### src/verilog/lichg_pkg.sv
// lichg_pkg: constants for the single-cell charge sequencer
// assumes a 20 MHz system clock shared by every timer
package lichg_pkg;
  // register offsets and field positions
  localparam logic [7:0] LICHG_OFS_CTRL    = 8'h01;
  localparam logic [7:0] LICHG_OFS_FAST    = 8'h02;
  localparam logic [7:0] LICHG_OFS_PREEND  = 8'h03;
  localparam logic [7:0] LICHG_OFS_CV      = 8'h04;
  localparam logic [7:0] LICHG_OFS_TIMCFG  = 8'h05;
  localparam logic [7:0] LICHG_OFS_SYS     = 8'h07;
  localparam int LICHG_INHIBIT_BIT  = 3;
  localparam int LICHG_FAST_MSB     = 5;
  localparam int LICHG_PRE_MSB      = 3;
  localparam int LICHG_CV_MSB       = 7;
  localparam int LICHG_CV_LSB       = 2;
  localparam int LICHG_RECH_SEL_BIT = 0;
  localparam int LICHG_TERM_EN_BIT  = 4;
  localparam int LICHG_TMR_ONLY_BIT = 0;
  localparam int LICHG_SYS_MSB      = 3;
  // timing
  localparam longint LICHG_CLK_HZ       = 20000000;
  localparam longint LICHG_QUAL_TIME_US = 200;
  localparam longint LICHG_TERM_TIME_MS = 3200;
  localparam longint LICHG_RECH_TIME_MS = 200;
  localparam longint LICHG_PRE_TIME_HR  = 1;
  localparam longint LICHG_QUAL_CYC = LICHG_QUAL_TIME_US * LICHG_CLK_HZ / 1000000;
  localparam longint LICHG_TERM_CYC = LICHG_TERM_TIME_MS * LICHG_CLK_HZ / 1000;
  localparam longint LICHG_RECH_CYC = LICHG_RECH_TIME_MS * LICHG_CLK_HZ / 1000;
  localparam longint LICHG_PRE_CYC  = LICHG_PRE_TIME_HR * 3600 * LICHG_CLK_HZ;
  localparam int     LICHG_CNT_W    = 40;
  // comparator vector positions
  localparam int LICHG_N_CMP     = 10;
  localparam int LICHG_C_IN_OV   = 0;
  localparam int LICHG_C_IN_UV   = 1;
  localparam int LICHG_C_IN_UP   = 2;
  localparam int LICHG_C_BAT_UP  = 3;
  localparam int LICHG_C_BELOW_P = 4;
  localparam int LICHG_C_AT_TGT  = 5;
  localparam int LICHG_C_END_I   = 6;
  localparam int LICHG_C_RECH    = 7;
  localparam int LICHG_C_BAT_OV  = 8;
  localparam int LICHG_C_NTC     = 9;
  localparam logic [LICHG_N_CMP-1:0] LICHG_CMP_RST = 10'h0;
  typedef enum {LICHG_IDLE, LICHG_PRE, LICHG_FAST, LICHG_CV, LICHG_DONE, LICHG_FAULT} lichg_state_e;
  // status codes
  localparam logic [2:0] LICHG_ST_IDLE  = 3'h0;
  localparam logic [2:0] LICHG_ST_PRE   = 3'h1;
  localparam logic [2:0] LICHG_ST_FAST  = 3'h2;
  localparam logic [2:0] LICHG_ST_CV    = 3'h3;
  localparam logic [2:0] LICHG_ST_DONE  = 3'h4;
  localparam logic [2:0] LICHG_ST_FAULT = 3'h7;
endpackage : lichg_pkg

### src/verilog/lichg_ctrl.sv
// lichg_ctrl: charge phase sequencer and pass-transistor gating
// assumes register bytes are held stable by the I2C block; comparators are async
//
// Behaviour
// - input outside its OV/UV window turns the input pass transistor off at once.
// - input must stay good for 200 us before the system path is enabled.
// - input or battery above lockout makes I2C ready and loads register defaults.
// - input path off kills input transistor; charge inhibit stops charging only.
// - system setpoint comes from bits 3:0 of offset 0x07.
// - below pre-charge threshold, charge in pre-charge with current from 0x03[3:0].
// - pre-charge not finished after one hour stops the cycle with timeout fault.
// - above pre-charge threshold, fast charge with current from 0x02[5:0].
// - at target voltage from 0x04[7:2], move from constant current to constant voltage.
// - with 0x05[4] set, end current starts 3.2 s timer; expiry reports done when 0x05[0] is clear.
// - end-current threshold comes from 0x03[3:0], shared with pre-charge current.
// - timer-only bit 0x05[0] clear stops charging at end; set keeps CV charging.
// - termination disabled ignores end current, keeps CV and charging status.
// - new cycle on input power cycle, charge enable, or auto-recharge.
// - new cycle needs no thermistor, safety timer, battery OV fault, nor inhibit.
// - after termination, battery below recharge level with good input restarts charging.
// - auto-recharge only when termination enabled and timer-only bit clear.
// - battery over-voltage suspends charging immediately and raises a fault.
// - recharge comparator must be deglitched 200 ms before triggering.
// - charge inhibit is bit 3 of 0x01; clearing it enables charging.
// - recharge offset select is bit 0 of 0x04; 1 picks 200 mV.
`timescale 1ns/10ps
`default_nettype none
module lichg_ctrl
  import lichg_pkg::*;
#(
  parameter logic [LICHG_CNT_W-1:0] PRE_CYC  = LICHG_CNT_W'(LICHG_PRE_CYC),
  parameter logic [LICHG_CNT_W-1:0] TERM_CYC = LICHG_CNT_W'(LICHG_TERM_CYC),
  parameter logic [LICHG_CNT_W-1:0] RECH_CYC = LICHG_CNT_W'(LICHG_RECH_CYC)
) (
  // clock and reset
  input  wire logic       ref_clk_in,
  input  wire logic       sys_rst_in,
  // register bytes
  input  wire logic [7:0] ctrl_byte_in,
  input  wire logic [7:0] fast_byte_in,
  input  wire logic [7:0] pre_end_byte_in,
  input  wire logic [7:0] cv_byte_in,
  input  wire logic [7:0] tim_cfg_byte_in,
  input  wire logic [7:0] sys_byte_in,
  input  wire logic       input_path_off_in,
  // analog comparators and fault flags
  input  wire logic [9:0] cmp_in,
  input  wire logic       safety_fault_in,
  // transistor gates and setpoints
  output logic            input_pass_fet_out,
  output logic            cell_charge_en_out,
  output logic            cell_discharge_en_out,
  output logic [5:0]      charge_current_out,
  output logic [3:0]      end_current_threshold_out,
  output logic [5:0]      cv_target_voltage_out,
  output logic            recharge_offset_sel_out,
  output logic [3:0]      sys_setpoint_out,
  // status
  output logic            i2c_ready_out,
  output logic            load_defaults_out,
  output logic [2:0]      status_out,
  output logic            timeout_fault_out,
  output logic            overvoltage_guard_out
);
  // three-stage synchronisers, change taken when stages two and three agree
  // a lone stage-two glitch never agrees with stage three, so it is dropped
  logic [LICHG_N_CMP-1:0] s1;
  logic [LICHG_N_CMP-1:0] s2;
  logic [LICHG_N_CMP-1:0] s3;
  logic [LICHG_N_CMP-1:0] cmp;
  logic [LICHG_N_CMP-1:0] next_cmp;
  always_comb begin
    next_cmp = cmp;
    for (int i = 0; i < LICHG_N_CMP; i++) begin
      if (s2[i] == s3[i]) begin
        next_cmp[i] = s3[i];
      end
    end
  end
  always_ff @(posedge ref_clk_in or posedge sys_rst_in) begin
    if (sys_rst_in) begin
      s1  <= LICHG_CMP_RST;
      s2  <= LICHG_CMP_RST;
      s3  <= LICHG_CMP_RST;
      cmp <= LICHG_CMP_RST;
    end else begin
      s1  <= cmp_in;
      s2  <= s1;
      s3  <= s2;
      cmp <= next_cmp;
    end
  end

  function automatic logic [LICHG_CNT_W-1:0] bump(input logic [LICHG_CNT_W-1:0] c,
                                                 input logic [LICHG_CNT_W-1:0] lim);
    bump = (c < lim) ? c + LICHG_CNT_W'(1) : c;
  endfunction : bump

  // a new cycle opens in pre-charge for a deep cell, else in fast charge
  function automatic lichg_state_e entry_phase(input logic below_pre);
    entry_phase = below_pre ? LICHG_PRE : LICHG_FAST;
  endfunction : entry_phase

  // software-visible phase code
  function automatic logic [2:0] status_code(input lichg_state_e s);
    case (s)
      LICHG_PRE:   status_code = LICHG_ST_PRE;
      LICHG_FAST:  status_code = LICHG_ST_FAST;
      LICHG_CV:    status_code = LICHG_ST_CV;
      LICHG_DONE:  status_code = LICHG_ST_DONE;
      LICHG_FAULT: status_code = LICHG_ST_FAULT;
      default:     status_code = LICHG_ST_IDLE;
    endcase
  endfunction : status_code

  // field decode
  // register bytes are same-clock levels and need no synchroniser
  logic charge_inhibit;
  logic term_en;
  logic end_timer_only;
  logic in_window;
  logic supply_up;
  logic rech_ok;
  assign charge_inhibit = ctrl_byte_in[LICHG_INHIBIT_BIT];
  assign term_en        = tim_cfg_byte_in[LICHG_TERM_EN_BIT];
  assign end_timer_only = tim_cfg_byte_in[LICHG_TMR_ONLY_BIT];
  assign in_window      = ~cmp[LICHG_C_IN_OV] & ~cmp[LICHG_C_IN_UV];
  assign supply_up      = cmp[LICHG_C_IN_UP] | cmp[LICHG_C_BAT_UP];
  assign rech_ok        = term_en & ~end_timer_only;

  // state
  lichg_state_e           state;
  lichg_state_e           next_state;
  logic [LICHG_CNT_W-1:0] qual_cnt;
  logic [LICHG_CNT_W-1:0] next_qual_cnt;
  logic [LICHG_CNT_W-1:0] ph_cnt;
  logic [LICHG_CNT_W-1:0] next_ph_cnt;
  logic [LICHG_CNT_W-1:0] rech_cnt;
  logic [LICHG_CNT_W-1:0] next_rech_cnt;
  logic                   in_good;
  logic                   next_in_good;
  logic                   inhibit_d;
  logic                   supply_d;
  logic                   tmo;
  logic                   next_tmo;
  logic                   start_req;
  logic                   can_start;

  always_comb begin
    // any loss of the window restarts qualification from zero
    next_qual_cnt = '0;
    next_in_good  = 1'b0;
    if (in_window) begin
      next_qual_cnt = bump(qual_cnt, LICHG_CNT_W'(LICHG_QUAL_CYC));
      next_in_good  = in_good | (qual_cnt == LICHG_CNT_W'(LICHG_QUAL_CYC));
    end
    // power cycle or 1-to-0 inhibit write starts a cycle
    start_req = (next_in_good & ~in_good) | (inhibit_d & ~charge_inhibit);
    // this edge's qualification counts, so a power-up start is not lost
    can_start = next_in_good & ~cmp[LICHG_C_NTC] & ~safety_fault_in & ~cmp[LICHG_C_BAT_OV]
                & ~charge_inhibit;
    next_state    = state;
    next_ph_cnt   = ph_cnt;
    next_rech_cnt = '0;
    next_tmo      = tmo;
    case (state)
      LICHG_IDLE, LICHG_FAULT: begin
        // held until a start request below
        next_state = state;
      end
      LICHG_PRE: begin
        // saturating count, so the timeout compare stays true once reached
        next_ph_cnt = bump(ph_cnt, PRE_CYC);
        if (!cmp[LICHG_C_BELOW_P]) begin
          next_ph_cnt = '0;
          next_state  = LICHG_FAST;
        end else if (ph_cnt == PRE_CYC) begin
          next_tmo   = 1'b1;
          next_state = LICHG_FAULT;
        end
      end
      LICHG_FAST: begin
        if (cmp[LICHG_C_AT_TGT]) begin
          next_ph_cnt = '0;
          next_state  = LICHG_CV;
        end
      end
      LICHG_CV: begin
        // end timer restarts whenever the current rises above the threshold
        next_ph_cnt = '0;
        if (term_en && cmp[LICHG_C_END_I]) begin
          next_ph_cnt = bump(ph_cnt, TERM_CYC);
          if (ph_cnt == TERM_CYC && !end_timer_only) begin
            next_state = LICHG_DONE;
          end
        end
      end
      LICHG_DONE: begin
        // recharge level must hold for the whole deglitch span
        if (cmp[LICHG_C_RECH] && in_good && rech_ok) begin
          next_rech_cnt = bump(rech_cnt, RECH_CYC);
        end
        if (rech_cnt == RECH_CYC && can_start) begin
          next_rech_cnt = '0;
          next_ph_cnt   = '0;
          next_state    = entry_phase(cmp[LICHG_C_BELOW_P]);
        end
      end
      default: next_state = LICHG_IDLE;
    endcase
    // a start request restarts the cycle from any phase
    if (start_req && can_start) begin
      next_tmo      = 1'b0;
      next_ph_cnt   = '0;
      next_rech_cnt = '0;
      next_state    = entry_phase(cmp[LICHG_C_BELOW_P]);
    end
    // losing the input drops to idle; a fault stays for the host to see
    if (!next_in_good) begin
      next_state = (next_state == LICHG_FAULT) ? LICHG_FAULT : LICHG_IDLE;
    end
  end

  always_ff @(posedge ref_clk_in or posedge sys_rst_in) begin
    if (sys_rst_in) begin
      state     <= LICHG_IDLE;
      qual_cnt  <= '0;
      ph_cnt    <= '0;
      rech_cnt  <= '0;
      in_good   <= 1'b0;
      inhibit_d <= 1'b0;
      supply_d  <= 1'b0;
      tmo       <= 1'b0;
    end else begin
      state     <= next_state;
      qual_cnt  <= next_qual_cnt;
      ph_cnt    <= next_ph_cnt;
      rech_cnt  <= next_rech_cnt;
      in_good   <= next_in_good;
      inhibit_d <= charge_inhibit;
      supply_d  <= supply_up;
      tmo       <= next_tmo;
    end
  end

  // registered outputs
  logic       n_in_fet;
  logic       n_chg;
  logic       n_ready;
  logic       n_load;
  logic       n_bov;
  logic [5:0] n_cur;
  logic [2:0] n_st;
  logic       charging;
  always_comb begin
    charging = (next_state == LICHG_PRE) | (next_state == LICHG_FAST) | (next_state == LICHG_CV);
    n_in_fet = next_in_good & ~input_path_off_in;
    // charge gate drops at once on inhibit or cell over-voltage, state is kept
    n_chg    = charging & ~charge_inhibit & ~cmp[LICHG_C_BAT_OV];
    n_bov    = cmp[LICHG_C_BAT_OV];
    n_ready  = supply_up;
    // one-cycle pulse reloads the register defaults
    n_load   = supply_up & ~supply_d;
    n_cur    = (next_state == LICHG_PRE) ? {2'h0, pre_end_byte_in[LICHG_PRE_MSB:0]}
                                         : fast_byte_in[LICHG_FAST_MSB:0];
    n_st     = status_code(next_state);
  end

  always_ff @(posedge ref_clk_in or posedge sys_rst_in) begin
    if (sys_rst_in) begin
      input_pass_fet_out        <= 1'b0;
      cell_charge_en_out        <= 1'b0;
      cell_discharge_en_out     <= 1'b0;
      charge_current_out        <= 6'h00;
      end_current_threshold_out <= 4'h0;
      cv_target_voltage_out     <= 6'h00;
      recharge_offset_sel_out   <= 1'b0;
      sys_setpoint_out          <= 4'h0;
      i2c_ready_out             <= 1'b0;
      load_defaults_out         <= 1'b0;
      status_out                <= LICHG_ST_IDLE;
      timeout_fault_out         <= 1'b0;
      overvoltage_guard_out     <= 1'b0;
    end else begin
      input_pass_fet_out        <= n_in_fet;
      cell_charge_en_out        <= n_chg;
      // discharge path is never blocked here
      cell_discharge_en_out     <= 1'b1;
      charge_current_out        <= n_cur;
      end_current_threshold_out <= pre_end_byte_in[LICHG_PRE_MSB:0];
      cv_target_voltage_out     <= cv_byte_in[LICHG_CV_MSB:LICHG_CV_LSB];
      recharge_offset_sel_out   <= cv_byte_in[LICHG_RECH_SEL_BIT];
      sys_setpoint_out          <= sys_byte_in[LICHG_SYS_MSB:0];
      i2c_ready_out             <= n_ready;
      load_defaults_out         <= n_load;
      status_out                <= n_st;
      timeout_fault_out         <= next_tmo;
      overvoltage_guard_out     <= n_bov;
    end
  end
endmodule : lichg_ctrl
`default_nettype wire

### config.mk
export PLATFORM = sky130hd
export DESIGN_NAME = lichg_ctrl
export DESIGN_NICKNAME = d
export VERILOG_FILES = /design/src/verilog/lichg_pkg.sv /design/src/verilog/lichg_ctrl.sv
export SDC_FILE = /design/constraint.sdc
export NUM_CORES = 1
export LEC_CHECK = 0
export ABC_AREA = 0
export BUFFER_PORTS_ARGS = -buffer_cell sky130_fd_sc_hd__buf_2
export CORE_UTILIZATION = 48
export DETAILED_ROUTE_END_ITERATION = 12
export HOLD_SLACK_MARGIN = 0.12
export PLACE_DENSITY = 0.67
export SETUP_SLACK_MARGIN = 0.4
export SYNTH_ARGS = -nofsm -noshare
export SYNTH_HDL_FRONTEND = slang
export SYNTH_SLANG_ARGS = --single-unit
export TNS_END_PERCENT = 1
### constraint.sdc
create_clock -name ref_clk_in -period 7.5 [get_ports ref_clk_in]
set_clock_uncertainty 0.15 [all_clocks]
set_input_delay 0.375 -clock ref_clk_in [delete_from_list [all_inputs] [get_ports ref_clk_in]]
set_output_delay 0.375 -clock ref_clk_in [all_outputs]
set_load 0.01 [all_outputs]
# Word level (Yosys, flattened, before mapping)
# Cells that the tools add are included.
# word_totals
regBits	225
inputBits	62
output_inout_bits	31
wordCells	148
# op_classes
add_sub_neg	3
magnitude_cmp	4
n_eq_ne	34
n_mux	33
n_bitwise	27
reduce_logical	15
# op_table
operator	count
40-bit 2-to-1 mux	14
32-bit 2-to-1 mux	8
32-bit by 3-bit == test with 1-bit output, second input constant	6
32-bit by 2-bit == test with 1-bit output, second input constant	5
32-bit one-hot mux with 5 select lines	1
40-bit one-hot mux with 4 select lines	1
40-bit by 1-bit adder with 40-bit output, second input constant	3
32-bit by 1-bit == test with 1-bit output, second input constant	2
40-bit by 12-bit == test with 1-bit output, second input constant	1
40-bit by 22-bit == test with 1-bit output, second input constant	1
40-bit by 26-bit == test with 1-bit output, second input constant	1
40-bit by 37-bit == test with 1-bit output, second input constant	1
40-bit by 12-bit < comparator with 1-bit output, second input constant	1
40-bit by 22-bit < comparator with 1-bit output, second input constant	1
40-bit by 26-bit < comparator with 1-bit output, second input constant	1
40-bit by 37-bit < comparator with 1-bit output, second input constant	1
32-bit by 4-bit == test with 1-bit output, second input constant	1
32-bit zero test	1
3-bit one-hot mux with 5 select lines	1
1-bit bitwise AND	12
1-bit == test	10
1-bit inverter	10
4-bit inequality test, second input constant	2
1-bit logical AND	6
other kinds (14)	25

# Longest topological paths before layout
# depth
depth_word	19
depth_mapped	12
mapped_depth_nobuf	10

# Worst setup path after synthesis
# OpenSTA, ideal clock, no wires.
# synth_timing
path_kind	reg-to-reg
start	register qual_cnt[0]
end	register ph_cnt[27]
setup_ns	0.078
t_arrival_ns	2.488
required_ns	7.272
path_slack_ns	4.784
stages_incl_launch_ff	11
n_path_buf	0
period_less_slack_ns	2.716
cell_sequence	dfrtp_1 -> inv_1 -> ha_1 -> nor4bb_1 -> nand4_1 -> o31ai_2 -> nand3_1 -> a211o_1 -> nand2b_1 -> or4_1 -> a21oi_1
# synth_via
elab_chain_len	10
word_cells_on_any_way	18
cone_classes	eq/ne: 5; mux: 2; bitwise: 7; reduce/logical: 4
# synth_lines
item	line	rtl
from (decl)	lichg_ctrl.sv:134	logic [LICHG_CNT_W-1:0] qual_cnt;
from (signal assigned)	lichg_ctrl.sv:236	qual_cnt <= next_qual_cnt;
40-bit by 12-bit == test with 1-bit output *	lichg_ctrl.sv:155	next_in_good = in_good | (qual_cnt == LICHG_CNT_W'(LICHG_QUAL_CYC));
1-bit bitwise OR *	lichg_ctrl.sv:155	
1-bit 2-to-1 mux *	lichg_ctrl.sv:153	if (in_window) begin
1-bit bitwise AND (3 in a row)	lichg_ctrl.sv:160	can_start = next_in_good & ~cmp[LICHG_C_NTC] & ~safety_fault_in & ~cmp[LICHG_C_BAT_OV]
1-bit bitwise AND	lichg_ctrl.sv:161	& ~charge_inhibit;
1-bit logical AND, on equally long branches	lichg_ctrl.sv:212, lichg_ctrl.sv:203	
4-bit inequality test (no line) (tied with other cells)	-	
5-bit AND reduction (no line)	-	
to (signal assigned)	lichg_ctrl.sv:237	ph_cnt <= next_ph_cnt;
to (decl)	lichg_ctrl.sv:136	logic [LICHG_CNT_W-1:0] ph_cnt;
# Mark *: on every way between the ends. The rest lies on a longest branch, timed or not.
# A chain may end at the register's enable or synchronous reset.

# Worst setup path in the final report
# layout_timing
start	register qual_cnt[23]
end	register ph_cnt[27]
# Same word-level chain as after synthesis.

==> run_results.csv <==
group,metric,value,unit
worst_setup_path,crit_arrival,3.69,ns
grt,overflow,0,
worst_setup_path,crit_fanout,12,
die,die_x,140,µm
synthesis,synth_edf_count,0,
grt,antenna_found_initial,0,
power,total_power,2.52,mW
cts,htree_levels,1,
final_layout,layout.nets,1031,
synthesis,synth_cells,831,
cts,cts_sinks,225,
detailed_routing,drt_iter0_drc,430,
sta,fin_crit,3.42,ns
sta,setup_viol,0,
power,ir_drop,0.184,mV
synthesis,ys.flop_type,"dfrtp_1",
detailed_routing,ant_nets,0,
outcome,status,"finished clean",
sta,finalMaxSlewViolations,0,
placement,gp_congestion,0.855,
grt,grt_pass1_wl,30.6,mm
detailed_routing,viasPerCell,5.28,
detailed_routing,wl_per_cell,14.7,µm
flow_run,cap_violations,0,
grt,grt_max_degree,144,
cts,cts_buffers,24,
cts,post_cts_buffers,0,
grt,grtUsageTotal,19.0,%
worst_setup_path,r2r_cells,8,
min_path,holdCritStartpoint,"s1[4]",
synthesis,yosysSeqAreaShare,61.4,%
final_layout,syn2layout_area_growth,19.4,%
placement,io_buffer_count,68,
min_path,worst_hold_path.num_cells,0,
die,core,18700,µm²
worst_setup_path,path_class,"reg2reg",
cts,insertion_delay,0.52,ns
sta,max_slew_margin,30.0,%
final_layout,drive_gt1_share,14.1,%
sta,grt_setup_unrepaired,"no",
worst_setup_path,reg2reg_slack,4.08,ns
detailed_routing,drt-total-wl,17.8,mm
sta,fmax,0.293,GHz
cts,clockBufferDepth,3,
cts,clkTransAtPathRegs,0.06,ns
cts,cts-resized-gates,0,
sta,timing.setup.tns,0,ns
final_layout,antenna_cells,0,
min_path,hold-path-endpoint,"s2[4]",
detailed_routing,drc,0,
synthesis,synth-seq-cells,225,
sta,worst_pin_slew,1.04,ns
sta,fin_crit_sh,45.5,%
synthesis,async_flop_share,100,%
die,die_area,19700,µm²
die,num_rows,50,
die,start_util,49.0,%
synthesis,syn-cell-area,9170,µm²
detailed_routing,vias,6402,
worst_setup_path,rr_endpoint,"ph_cnt[27]",
placement,post-dp-hpwl,10.8,mm
synthesis,syn_area_per_cell,11.0,µm²
synthesis,yosysUniqueCellTypes,62,
detailed_routing,firstDrtPassIters,5,
min_path,min_path_type,"reg2reg",
grt,grt_pass1_vias,6169,
cts,cts_root_buf,"clkbuf_16",
power,powerDensity,230,nW/µm²
die,die-height,140,µm
worst_setup_path,worstSetupStartpointType,"flop",
sta,finalHoldViolations,0,
cts,cts_tree,"done",
worst_setup_path,worstPathRequired,7.78,ns
power,p_leak,4.84,nW
die,pin_count,93,
synthesis,yosysWarnings,0,
worst_setup_path,r2r_start,"qual_cnt[23]",
worst_setup_path,end_kind,"flop",
## logic make-up after synthesis
kind of cell,Yosys count,synth area share [%]
adder cells (fa/ha/maj),16,1.91
XOR/XNOR,27,2.58
buffers and inverters,49,2.14
AND/OR/NAND/NOR,382,23.0
flip-flops,225,61.4
multiplexers,5,0.764
other,2,0.0819
AO/OA/AOI/OAI,125,8.10
## sequential cells by signal, indices dropped and copies added (netlist names)
register,cells
cv_target_voltage_out,6
s3,10
s1,10
timeout_fault_out,1
cell_charge_en_out,1
i2c_ready_out,1
input_pass_fet_out,1
in_good,1
s2,10
overvoltage_guard_out,1
inhibit_d,1
state,32
sys_setpoint_out,4
ph_cnt,40
end_current_threshold_out,4
qual_cnt,40
cell_discharge_en_out,1
load_defaults_out,1
recharge_offset_sel_out,1
status_out,3
charge_current_out,6
cmp,10
rech_cnt,40
## cells in the mapped netlist (6+ instances only)
| library cell | count | area [µm²] |
|---|---|---|
| o21ai_0 | 32 | 160 |
| inv_1 | 19 | 71.3 |
| dfrtp_1 | 225 | 5630 |
| a21oi_1 | 54 | 270 |
| maj3_1 | 10 | 100 |
| buf_2 | 9 | 45.0 |
| and3_1 | 18 | 113 |
| nand4_1 | 23 | 144 |
| clkbuf_1 | 18 | 67.6 |
| nand2b_1 | 10 | 62.6 |
| ha_1 | 6 | 75.1 |
| nor4_1 | 28 | 175 |
| a31oi_1 | 8 | 50.1 |
| or3_1 | 16 | 100 |
| nand3b_1 | 10 | 75.1 |
| xnor2_1 | 8 | 70.1 |
| and2_1 | 56 | 350 |
| xor2_1 | 19 | 166 |
| nor2_1 | 92 | 345 |
| a21o_1 | 6 | 45.0 |
| nand2_1 | 52 | 195 |
| nand3_1 | 25 | 125 |
| nor3_1 | 15 | 75.1 |
## layout by cell type, fill, tap and decap left out, types with 6 or more instances in the layout
cell           instances
or3_1                 16
clkbuf_1               6
and2_1                56
nor2_1                92
nand3_1               25
dfrtp_1              225
a21o_1                 6
nand3b_1              10
a31oi_1                8
o21ai_0               32
buf_2                 68
a21oi_1               54
nand2b_1              10
clkbuf_16             24
and3_1                18
conb_1                30
nor4_1                28
nor3_1                15
xnor2_1                8
dlygate4sd3_1         34
inv_1                 18
nand4_1               23
nand2_1               52
ha_1                   6
buf_4                  6
maj3_1                10
xor2_1                19
## final cells by class
| type | instances | area [µm²] |
|---|---|---|
| clock inverter | 7 | 98.8 |
| multi-input combinational | 585 | 3450 |
| sequential | 225 | 5630 |
| fill | 1484 | 7750 |
| timing repair buffer | 108 | 726 |
| clock buffer | 34 | 678 |
| tap | 234 | 293 |
| inverter | 19 | 78.8 |
## per-stage QoR
stage	cells	util (%)	hold slack (ns)	setup slack, ns	instance area [µm²]
4_1_cts	1212	58.6	0.196	4.08	11000
6_report	1212	58.6	0.194	4.08	11000
3_3_place_gp	1137	52.6	0.182	4.12	9840
3_5_place_dp	1137	52.6	0.185	4.07	9840
5_1_grt	1212	58.6	0.207	3.73	11000
2_1_floorplan	859	-	0.181	0.812	9280
## worst max-delay path, stage by stage (launching register included)
cell and delay (ns):
dfrtp_1 0.38, nor4_1 0.38, nand4_1 0.31, o31ai_2 0.48, nand3_1 0.15, a211o_1 0.33, nand2b_1 0.40, or4_1 0.60
a21oi_1 0.15
## worst max path at each step
stage | start | endpoint | slack, ns
global route | qual_cnt[0] | ph_cnt[33] | 3.73
global placement | qual_cnt[0] | ph_cnt[25] | 4.12
floorplan | sys_rst_in | cell_charge_en_out | 0.81
finish | qual_cnt[23] | ph_cnt[27] | 4.08
CTS | qual_cnt[0] | ph_cnt[33] | 4.08
detailed placement | qual_cnt[0] | ph_cnt[33] | 4.07
## where the power goes
part | internal [mW] | switching, mW | total, mW | leakage, nW
Clock | 0.696 | 0.464 | 1.16 | 0.379
Sequential | 1.24 | 0.0136 | 1.26 | 2.83
Combinational | 0.0398 | 0.0604 | 0.100 | 1.63
## repair_timing
action	CTS	global route
hold buffers	34	0
setup endpoints to repair	0	0
endpoints found under the hold margin	176	0
## layer usage
metal,global-route usage (%),routed length (µm),vias to the layer above
li1,-,-,3151
met1,28.0,8670,3109
met2,29.8,8090,123
met3,3.21,781,19
met4,4.11,232,0
met5,0,0,-
No activity file was read; power rests on OpenSTA's default activity.
